$ cat src/mfio_pkg.sv
// Package for the multifunction I/O port block: offsets, field codes, carriers
package mfio_pkg;

	// ==========================================================
	// Register index within one port (per-port stride below)
	localparam logic [7:0] MFIO_REG_PIN_INPUT_LEVEL = 8'h00;
	localparam logic [7:0] MFIO_REG_PIN_OUTPUT_VALUE = 8'h04;
	localparam logic [7:0] MFIO_REG_PIN_DIRECTION = 8'h06;
	localparam logic [7:0] MFIO_REG_PIN_DRIVE_SELECT = 8'h08;
	localparam logic [7:0] MFIO_REG_INPUT_MACROCELL = 8'h0A;
	localparam logic [7:0] MFIO_REG_OUTPUT_MACROCELL = 8'h0C;
	localparam logic [7:0] MFIO_REG_PIN_OE_STATUS = 8'h0E;
	localparam logic [7:0] MFIO_PORT_STRIDE = 8'h10;
	localparam int MFIO_NUM_PORTS = 7;
	localparam logic [2:0] MFIO_PORT_D = 3'h3;
	localparam logic [2:0] MFIO_PORT_E = 3'h4;
	localparam logic [2:0] MFIO_PORT_F = 3'h5;
	localparam logic [2:0] MFIO_PORT_G = 3'h6;
	localparam logic [7:0] MFIO_PORT_D_MASK = 8'h0F;
	localparam logic [7:0] MFIO_RESET_VALUE = 8'h00;

	// ==========================================================
	// Static configuration codes
	localparam logic [1:0] MFIO_OSEL_DATA_OUT = 2'h0;
	localparam logic [1:0] MFIO_OSEL_MACROCELL = 2'h1;
	localparam logic [1:0] MFIO_OSEL_CHIP_SELECT = 2'h2;
	localparam logic [1:0] MFIO_IMC_DIRECT = 2'h0;
	localparam logic [1:0] MFIO_IMC_REGISTER = 2'h1;
	localparam logic [1:0] MFIO_IMC_LATCH = 2'h2;

	// ==========================================================
	// Host register access carrier
	typedef struct packed {
		logic sel;
		logic rd;
		logic wr;
		logic [7:0] addr;
		logic [7:0] wdata;
	} mfio_host_req_t;

	// Per-pin static configuration carrier
	typedef struct packed {
		logic [1:0] out_sel;
		logic [1:0] imc_mode;
	} mfio_pin_cfg_t;

endpackage

$ cat src/mfio_ports.sv
// Seven multifunction I/O ports with host-visible control registers
`timescale 1ns/10ps

// Operation
// - Pin input register reads the true level on each pin, bit n is pin n.
// - Output data bit drives its pin when the complex logic array does not.
// - Array-driven pins ignore output data writes; array output overrides.
// - Output data register is readable and writable at any time.
// - Direction bit one makes pin output, zero makes it input.
// - All pins default to input after reset.
// - Driver enable is array enable term OR direction bit.
// - Inactive array enable leaves direction bit in sole control.
// - Static config picks output data, output macrocell, or chip select on C.
// - Readback buffer puts exactly one selected source on the data bus.
// - Ports A-C inputs pass input macrocells: register, latch or direct; readable.
// - Drive select one gives open drain on supporting pins; default push-pull.
// - On other pins drive select one gives fast slew; default standard.
// - Output enable status register shows each pin's driver enable, taken before open-drain gating.
// - Seven ports A-G, eight pins each, port D four pins.
// - Port F carries host data 0-7; port G data 8-15 in 16-bit mode.
// - Port G host I/O only in 8-bit mode; port F never.
// - Port D feeds the arrays directly, without input macrocells.
// - Port A from macrocell bank A, B from bank B, C from chip selects.
// - Some port E pins serve programming, multiplexed with other I/O.
module mfio_ports
	import mfio_pkg::*;
(
	input wire logic core_clk,
	input wire logic resetn,
	input wire mfio_host_req_t host_req,
	output logic [7:0] host_rdata,
	output logic host_rvalid,
	input wire logic bus_16bit,
	input wire logic [15:0] host_bus_out,
	input wire logic host_bus_oe,
	output logic [15:0] host_bus_in,
	input wire mfio_pin_cfg_t [MFIO_NUM_PORTS-1:0][7:0] pin_cfg,
	input wire logic [7:0] macrocell_bank_a,
	input wire logic [7:0] macrocell_bank_b,
	input wire logic [7:0] external_chip_selects,
	input wire logic [MFIO_NUM_PORTS-1:0][7:0] array_oe_term,
	input wire logic [2:0] imc_clock_term,
	output logic [2:0][7:0] input_macrocell_out,
	output logic [3:0] port_d_direct_in,
	input wire logic in_system_programming_en,
	input wire logic [7:0] isp_pin_mask,
	input wire logic [7:0] isp_out,
	input wire logic [7:0] isp_oe,
	output logic [7:0] isp_in,
	input wire logic [MFIO_NUM_PORTS-1:0][7:0] pin_in,
	output logic [MFIO_NUM_PORTS-1:0][7:0] pin_out,
	output logic [MFIO_NUM_PORTS-1:0][7:0] pin_oe_n,
	output logic [MFIO_NUM_PORTS-1:0][7:0] pin_fast_slew
);

	// ==========================================================
	// Register storage
	logic [MFIO_NUM_PORTS-1:0][7:0] pin_output_value;
	logic [MFIO_NUM_PORTS-1:0][7:0] pin_direction;
	logic [MFIO_NUM_PORTS-1:0][7:0] pin_drive_select;
	logic [2:0][7:0] imc_store;
	logic [MFIO_NUM_PORTS-1:0][7:0] drive_en;
	logic [MFIO_NUM_PORTS-1:0][7:0] mux_out;
	logic [MFIO_NUM_PORTS-1:0][7:0] pin_level;
	logic [MFIO_NUM_PORTS-1:0][7:0] port_mask;
	logic [MFIO_NUM_PORTS-1:0] host_io_ok;
	logic [MFIO_NUM_PORTS-1:0] open_drain_ok;
	logic [2:0] acc_port;
	logic [7:0] acc_reg;
	logic acc_hit;
	logic acc_ok;
	logic [2:0] acc_idx;
	logic [2:0] imc_term_prev;
	logic [2:0] imc_term_rise;
	logic [7:0] next_rdata;

	// ==========================================================
	// Address decode
	always_comb begin
		acc_port = host_req.addr[6:4];
		acc_reg = {4'h0, host_req.addr[3:0]};
		// Port numbers past G fall back to port A index 0 so no array is indexed out of range
		acc_ok = (host_req.addr[7] == 1'b0) && (acc_port < 3'(MFIO_NUM_PORTS));
		acc_idx = acc_ok ? acc_port : 3'h0;
		acc_hit = host_req.sel && acc_ok && host_io_ok[acc_idx];
	end

	// ==========================================================
	// Per-port capabilities
	always_comb begin
		for (int p = 0; p < MFIO_NUM_PORTS; p++) begin
			port_mask[p] = 8'hFF;
			host_io_ok[p] = 1'b1;
			open_drain_ok[p] = 1'b1;
		end
		port_mask[MFIO_PORT_D] = MFIO_PORT_D_MASK;
		host_io_ok[MFIO_PORT_F] = 1'b0;
		host_io_ok[MFIO_PORT_G] = ~bus_16bit;
		open_drain_ok[2] = 1'b0;
		open_drain_ok[MFIO_PORT_D] = 1'b0;
		open_drain_ok[MFIO_PORT_F] = 1'b0;
	end

	// ==========================================================
	// Writable registers; F and G refuse writes while owned by the bus
	always_ff @(posedge core_clk or negedge resetn) begin
		if (!resetn) begin
			pin_output_value <= '0;
			pin_direction <= '0;
			pin_drive_select <= '0;
		end else if (acc_hit && host_req.wr) begin
			unique case (acc_reg)
				MFIO_REG_PIN_OUTPUT_VALUE: begin
					pin_output_value[acc_idx] <= host_req.wdata & port_mask[acc_idx];
				end
				MFIO_REG_PIN_DIRECTION: begin
					pin_direction[acc_idx] <= host_req.wdata & port_mask[acc_idx];
				end
				MFIO_REG_PIN_DRIVE_SELECT: begin
					pin_drive_select[acc_idx] <= host_req.wdata & port_mask[acc_idx];
				end
				default: begin
					// Read-only and unmapped offsets ignore writes
				end
			endcase
		end
	end

	// ==========================================================
	// Input macrocells on ports A-C
	// Term history; reset low matches the idle term, so no false edge follows
	always_ff @(posedge core_clk or negedge resetn) begin
		if (!resetn) begin
			imc_term_prev <= '0;
		end else begin
			imc_term_prev <= imc_clock_term;
		end
	end

	assign imc_term_rise = imc_clock_term & ~imc_term_prev;

	// Register mode samples once per rising term; latch mode tracks the pin
	// while the term is high and keeps the last level once the term falls.
	always_ff @(posedge core_clk or negedge resetn) begin
		if (!resetn) begin
			imc_store <= '0;
		end else begin
			for (int p = 0; p < 3; p++) begin
				for (int b = 0; b < 8; b++) begin
					if (pin_cfg[p][b].imc_mode == MFIO_IMC_REGISTER) begin
						if (imc_term_rise[p]) begin
							imc_store[p][b] <= pin_level[p][b];
						end
					end else if (pin_cfg[p][b].imc_mode == MFIO_IMC_LATCH) begin
						if (imc_clock_term[p]) begin
							imc_store[p][b] <= pin_level[p][b];
						end
					end
				end
			end
		end
	end

	always_comb begin
		for (int p = 0; p < 3; p++) begin
			for (int b = 0; b < 8; b++) begin
				if (pin_cfg[p][b].imc_mode == MFIO_IMC_DIRECT) begin
					input_macrocell_out[p][b] = pin_level[p][b];
				end else if (pin_cfg[p][b].imc_mode == MFIO_IMC_LATCH && imc_clock_term[p]) begin
					// Open latch is transparent, with no clock of delay
					input_macrocell_out[p][b] = pin_level[p][b];
				end else begin
					input_macrocell_out[p][b] = imc_store[p][b];
				end
			end
		end
		port_d_direct_in = pin_level[MFIO_PORT_D][3:0];
	end

	// ==========================================================
	// Output mux and driver enable
	always_comb begin
		for (int p = 0; p < MFIO_NUM_PORTS; p++) begin
			for (int b = 0; b < 8; b++) begin
				mux_out[p][b] = pin_output_value[p][b];
				if (pin_cfg[p][b].out_sel == MFIO_OSEL_MACROCELL) begin
					if (p == 0) begin
						mux_out[p][b] = macrocell_bank_a[b];
					end else if (p == 1) begin
						mux_out[p][b] = macrocell_bank_b[b];
					end
				end else if (pin_cfg[p][b].out_sel == MFIO_OSEL_CHIP_SELECT && p == 2) begin
					mux_out[p][b] = external_chip_selects[b];
				end
				drive_en[p][b] = (array_oe_term[p][b] | pin_direction[p][b])
					& port_mask[p][b];
			end
		end
		// Data bus ports follow the host's own enable
		for (int b = 0; b < 8; b++) begin
			mux_out[MFIO_PORT_F][b] = host_bus_out[b];
			drive_en[MFIO_PORT_F][b] = host_bus_oe;
			if (bus_16bit) begin
				mux_out[MFIO_PORT_G][b] = host_bus_out[8+b];
				drive_en[MFIO_PORT_G][b] = host_bus_oe;
			end
			if (in_system_programming_en && isp_pin_mask[b]) begin
				mux_out[MFIO_PORT_E][b] = isp_out[b];
				drive_en[MFIO_PORT_E][b] = isp_oe[b];
			end
		end
	end

	// ==========================================================
	// Pin drivers: open drain drives only the low level
	always_comb begin
		for (int p = 0; p < MFIO_NUM_PORTS; p++) begin
			for (int b = 0; b < 8; b++) begin
				if (open_drain_ok[p] && pin_drive_select[p][b]) begin
					pin_out[p][b] = 1'b0;
					pin_oe_n[p][b] = ~(drive_en[p][b] & ~mux_out[p][b]);
				end else begin
					pin_out[p][b] = mux_out[p][b];
					pin_oe_n[p][b] = ~drive_en[p][b];
				end
				pin_fast_slew[p][b] = ~open_drain_ok[p] & pin_drive_select[p][b];
				// Level seen at the pin, whoever drives it
				pin_level[p][b] = pin_in[p][b] & port_mask[p][b];
			end
		end
		host_bus_in = {pin_level[MFIO_PORT_G], pin_level[MFIO_PORT_F]};
		isp_in = pin_level[MFIO_PORT_E];
	end

	// ==========================================================
	// Readback buffer: one source per access
	always_comb begin
		next_rdata = 8'h00;
		unique case (acc_reg)
			MFIO_REG_PIN_INPUT_LEVEL: next_rdata = pin_level[acc_idx];
			MFIO_REG_PIN_OUTPUT_VALUE: next_rdata = pin_output_value[acc_idx];
			MFIO_REG_PIN_DIRECTION: next_rdata = pin_direction[acc_idx];
			MFIO_REG_PIN_DRIVE_SELECT: next_rdata = pin_drive_select[acc_idx];
			MFIO_REG_INPUT_MACROCELL: begin
				if (acc_idx < 3'h3) begin
					next_rdata = input_macrocell_out[acc_idx[1:0]];
				end
			end
			MFIO_REG_OUTPUT_MACROCELL: begin
				if (acc_idx == 3'h0) begin
					next_rdata = macrocell_bank_a;
				end else if (acc_idx == 3'h1) begin
					next_rdata = macrocell_bank_b;
				end else if (acc_idx == 3'h2) begin
					next_rdata = external_chip_selects;
				end
			end
			MFIO_REG_PIN_OE_STATUS: next_rdata = drive_en[acc_idx];
			default: next_rdata = 8'h00;
		endcase
	end

	always_ff @(posedge core_clk or negedge resetn) begin
		if (!resetn) begin
			host_rdata <= MFIO_RESET_VALUE;
			host_rvalid <= 1'b0;
		end else begin
			host_rvalid <= host_req.sel && host_req.rd;
			if (host_req.sel && host_req.rd) begin
				host_rdata <= acc_hit ? next_rdata : 8'h00;
			end
		end
	end

endmodule // mfio_ports

$ cat config.mk
export PLATFORM = sky130hd
export DESIGN_NAME = mfio_ports
export DESIGN_NICKNAME = d
export VERILOG_FILES = /design/src/mfio_pkg.sv /design/src/mfio_ports.sv
export SDC_FILE = /design/constraint.sdc
export NUM_CORES = 1
export LEC_CHECK = 0
export ABC_AREA = 1
export BUFFER_PORTS_ARGS = -buffer_cell sky130_fd_sc_hd__clkbuf_2
export CAP_MARGIN = 15
export CELL_PAD_IN_SITES_DETAIL_PLACEMENT = 2
export CELL_PAD_IN_SITES_GLOBAL_PLACEMENT = 2
export CORE_MARGIN = 4
export CORE_UTILIZATION = 24
export CTS_CLUSTER_SIZE = 10
export DETAILED_ROUTE_END_ITERATION = 6
export GPL_ROUTABILITY_DRIVEN = 0
export PLACE_DENSITY_LB_ADDON = 0.15
export REMOVE_ABC_BUFFERS = 1
export SYNTH_ARGS = -nofsm -noshare
export SYNTH_HDL_FRONTEND = slang
export SYNTH_SLANG_ARGS = --single-unit
$ cat constraint.sdc
create_clock -name core_clk -period 1.4 [get_ports core_clk]
set_input_delay 0.14 -clock core_clk [delete_from_list [all_inputs] [get_ports core_clk]]
set_output_delay 0.14 -clock core_clk [all_outputs]
set_load 0.01 [all_outputs]
==> impl_metrics.ini <==
[floorplan]
io_pins = 656
coreArea_um2 = 59400
die-width_um = 253
floorplan.initialDensity_pct = 24.4
chipHeight_um = 253
placement_rows = 89
die_area_um2 = 64200

[clock_network]
cts_tree = done
htree_levels = 1
numClockSinks = 204
clk_pin_slew_worst_paths_ns = 0.06
clk_latency_ns = 0.60
cts-root-buf = sky130_fd_sc_hd__clkbuf_16
cts_buffers = 29
cts.path.max_buffers = 3

[grt]
grt_pass1_vias = 21439
grt_max_degree = 66
first_pass_grt_wire_length_mm = 142
grt.total_usage_pct = 29.7
initial_antenna_violation_count = 2
grt.overflow.total = 0

[yosys]
ys_ff_latch = 204
syn_area_per_cell_um2 = 6.40
synthesis.instances = 2261
yosysSeqAreaShare_pct = 35.3
syn-cell-area_um2 = 14500
synthesis.yosys.warnings = 0
yosysUniqueCellTypes = 39

[placement]
place.port_buffers = 459
placed_area_um2 = 19600
detailed_place_hpwl_mm = 73.3

[setup_path]
path_cells = inv_1 > o211ai_1 > buf_4 > buf_8
critPathTopFamily = flip-flops
setup.worst_path.class = reg2out
timing.critical_path.arrival_ns = 1.77
cp_slowest_stage_delay_ns = 0.46
setup.worst_path.end_class = output port
crit_path_start_kind = flop
path_buf_inv = 3
critPathSlowestCell = sky130_fd_sc_hd__dfrtp_1
cp_required_ns = 1.26
critical_path_peak_fanout = 4

[sta]
setup_ws_ns = -0.512
rsz0062_at_grt = true
final.setup.tns_ns = -24.93
max_slew_margin_pct = 55.2
tightestPinTransition_ns = 0.672
clock_skew_ns = 0.0205
timing.final.crit_period_ns = 1.91
finalSetupViolCount = 127
fin_crit_sh_pct = 137
hold_violations = 0
fin_hold_ws_ns = 0.0325
final_max_slew_viol_count = 0
clock.fmax_ghz = 0.523

[routing]
via_count = 19818
routedWlPerCell_um = 26.7
avgViaCountPerCell = 4.98
postRouteWirelength_mm = 106
drt_iter0_markers = 1215
dr.pass1.iters = 5
ant_nets = 0
post-route-drc-count = 0

[finish]
design_area_um2 = 25200
multi_input_comb_area_um2 = 8540
antenna_cells_inserted = 0
leading_cell_types_in_the_layout_fill_and_taps_excluded = 628 x sky130_fd_sc_hd__nand2_1, 446 x sky130_fd_sc_hd__buf_4, 362 x sky130_fd_sc_hd__clkbuf_2, 200 x sky130_fd_sc_hd__dfrtp_1, 183 x sky130_fd_sc_hd__inv_1
layout.cells.most_common = sky130_fd_sc_hd__nand2_1
final-seq-area_um2 = 5110
final_net_count = 3609
layout.filler_cells = 6874
post_route_cells_drive_above_1_share_pct = 47.5
synthToLayoutAreaGrowth_pct = 74.4

[pwr]
switching_share_pct = 34.5
powerDensity_nw_per_um2 = 840
vdd_drop_max_mv = 0.817
pwr-share-clk_pct = 36.9
power.switching_mw = 7.30
share_seq_of_total_power_pct = 30.4
p_comb_share_pct = 32.7
power.leakage_nw = 13.2
design_internal_power_mw = 13.9

[outcome]
run_status = complete, but fails checks
failing_checks = negative setup slack

[flow_run]
maxCapViolCount = 0

[worst_hold_path]
min-delay-path-class = in2reg
-- what timing repair did --
action	in CTS	in global routing
pin swaps	106	133
cloned	5	4
endpoints found under the hold margin	231	0
endpoints found under the setup margin	263	253
resized for setup	423	416
hold buffers	57	0
buffers inserted	179	80
-- worst min-delay path, stage by stage --
cell,delay (ns)
sky130_fd_sc_hd__clkbuf_2,0.08
sky130_fd_sc_hd__inv_1,0.05
sky130_fd_sc_hd__nor2_2,0.05
sky130_fd_sc_hd__buf_12,0.15
sky130_fd_sc_hd__nand2_1,0.07
sky130_fd_sc_hd__nand2_1,0.04
-- power by group through the flow --
stage	Sequential, mW	Combinational, mW	Clock [mW]
global route	6.45	7.36	8.17
global placement	6.46	4.71	0
floorplan	6.42	1.80	0
CTS	6.40	6.04	7.91
detailed placement	6.48	4.85	0
finish	6.43	6.93	7.82
-- cells in the mapped netlist, drive strengths merged --
master	instances	share of area (%)
a21boi	1	0.052
a21oi	40	1.4
a31o	6	0.36
a31oi	25	1.1
buf	152	7.2
clkbuf	77	2.0
clkinv	8	0.21
conb	2	0.052
dfrtp	204	35
inv	279	7.2
nand2	751	20
nand3	113	4.1
nand3b	6	0.40
nand4	34	1.5
nor2	215	6.1
nor3	13	0.55
nor4	6	0.26
o211ai	14	0.76
o21a	3	0.16
o21ai	248	8.6
o21bai	18	0.93
o22ai	10	0.43
o31ai	18	0.93
or2	18	0.78
-- state kept, by name, indices dropped and copies added (netlist names) --
signal	flops
imc_store	24
pin_direction	56
pin_fast_slew	24
pin_drive_select	32
pin_output_value	48
host_rvalid	1
pin_out	8
imc_term_prev	3
host_rdata	8
-- layout make-up --
class,count,area share (%)
multi-input combinational,1575,33.9
timing repair buffer,1085,33.8
sequential,204,20.3
inverter,287,4.42
tap,773,3.83
clock buffer,41,3.37
clock inverter,11,0.491
-- routing by layer --
layer	up-vias	track usage, %	wire [um]
li1	8819	-	-
met1	10189	35.9	42300
met2	638	53.9	53400
met3	168	5.21	6060
met4	4	8.15	4020
met5	-	2.56	245
-- path summary, 6_finish.rpt --
check,start,endpoint,slack [ns],cells past startpoint
min in group asynchronous,resetn,imc_store[14]$_DFFE_PN0P_,0.19,3
max in group asynchronous,resetn,pin_direction[10]$_DFFE_PN0P_,0.12,3
max,pin_drive_select[49]$_DFFE_PN0P_,pin_oe_n[49],-0.51,4
min reg2reg,pin_output_value[42]$_DFFE_PN0P_,pin_output_value[42]$_DFFE_PN0P_,0.38,0
min,host_req[5],pin_fast_slew[21]$_DFFE_PN0P_,0.03,6
max reg2reg,pin_output_value[49]$_DFFE_PN0P_,host_rdata[1]$_DFFE_PN0P_,-0.39,16
-- stage by stage --
step	worst slack (ns)	cells	total power [mW]	utilization [%]
floorplan	-1.94	2066	8.22	-
global placement	-1.05	3655	11.2	33.1
detailed placement	-1.18	3655	11.3	33.1
CTS	-0.513	3928	20.3	39.9
global route	-0.538	3976	22.0	42.5
finish	-0.512	3976	21.2	42.5
-- cells by family (layout without fill, tap and decap cells) --
| kind of cell | after synthesis | after routing | synth area share, % |
|---|---|---|---|
| DFF | 204 | 204 | 35.3 |
| other | 2 | 36 | 0.0519 |
| buffers and inverters | 516 | 1424 | 16.7 |
| and+or+nand+nor | 1156 | 1156 | 33.3 |
| AOI/OAI and AO/OA | 383 | 383 | 14.7 |
No activity file was read; power rests on OpenSTA's default activity.
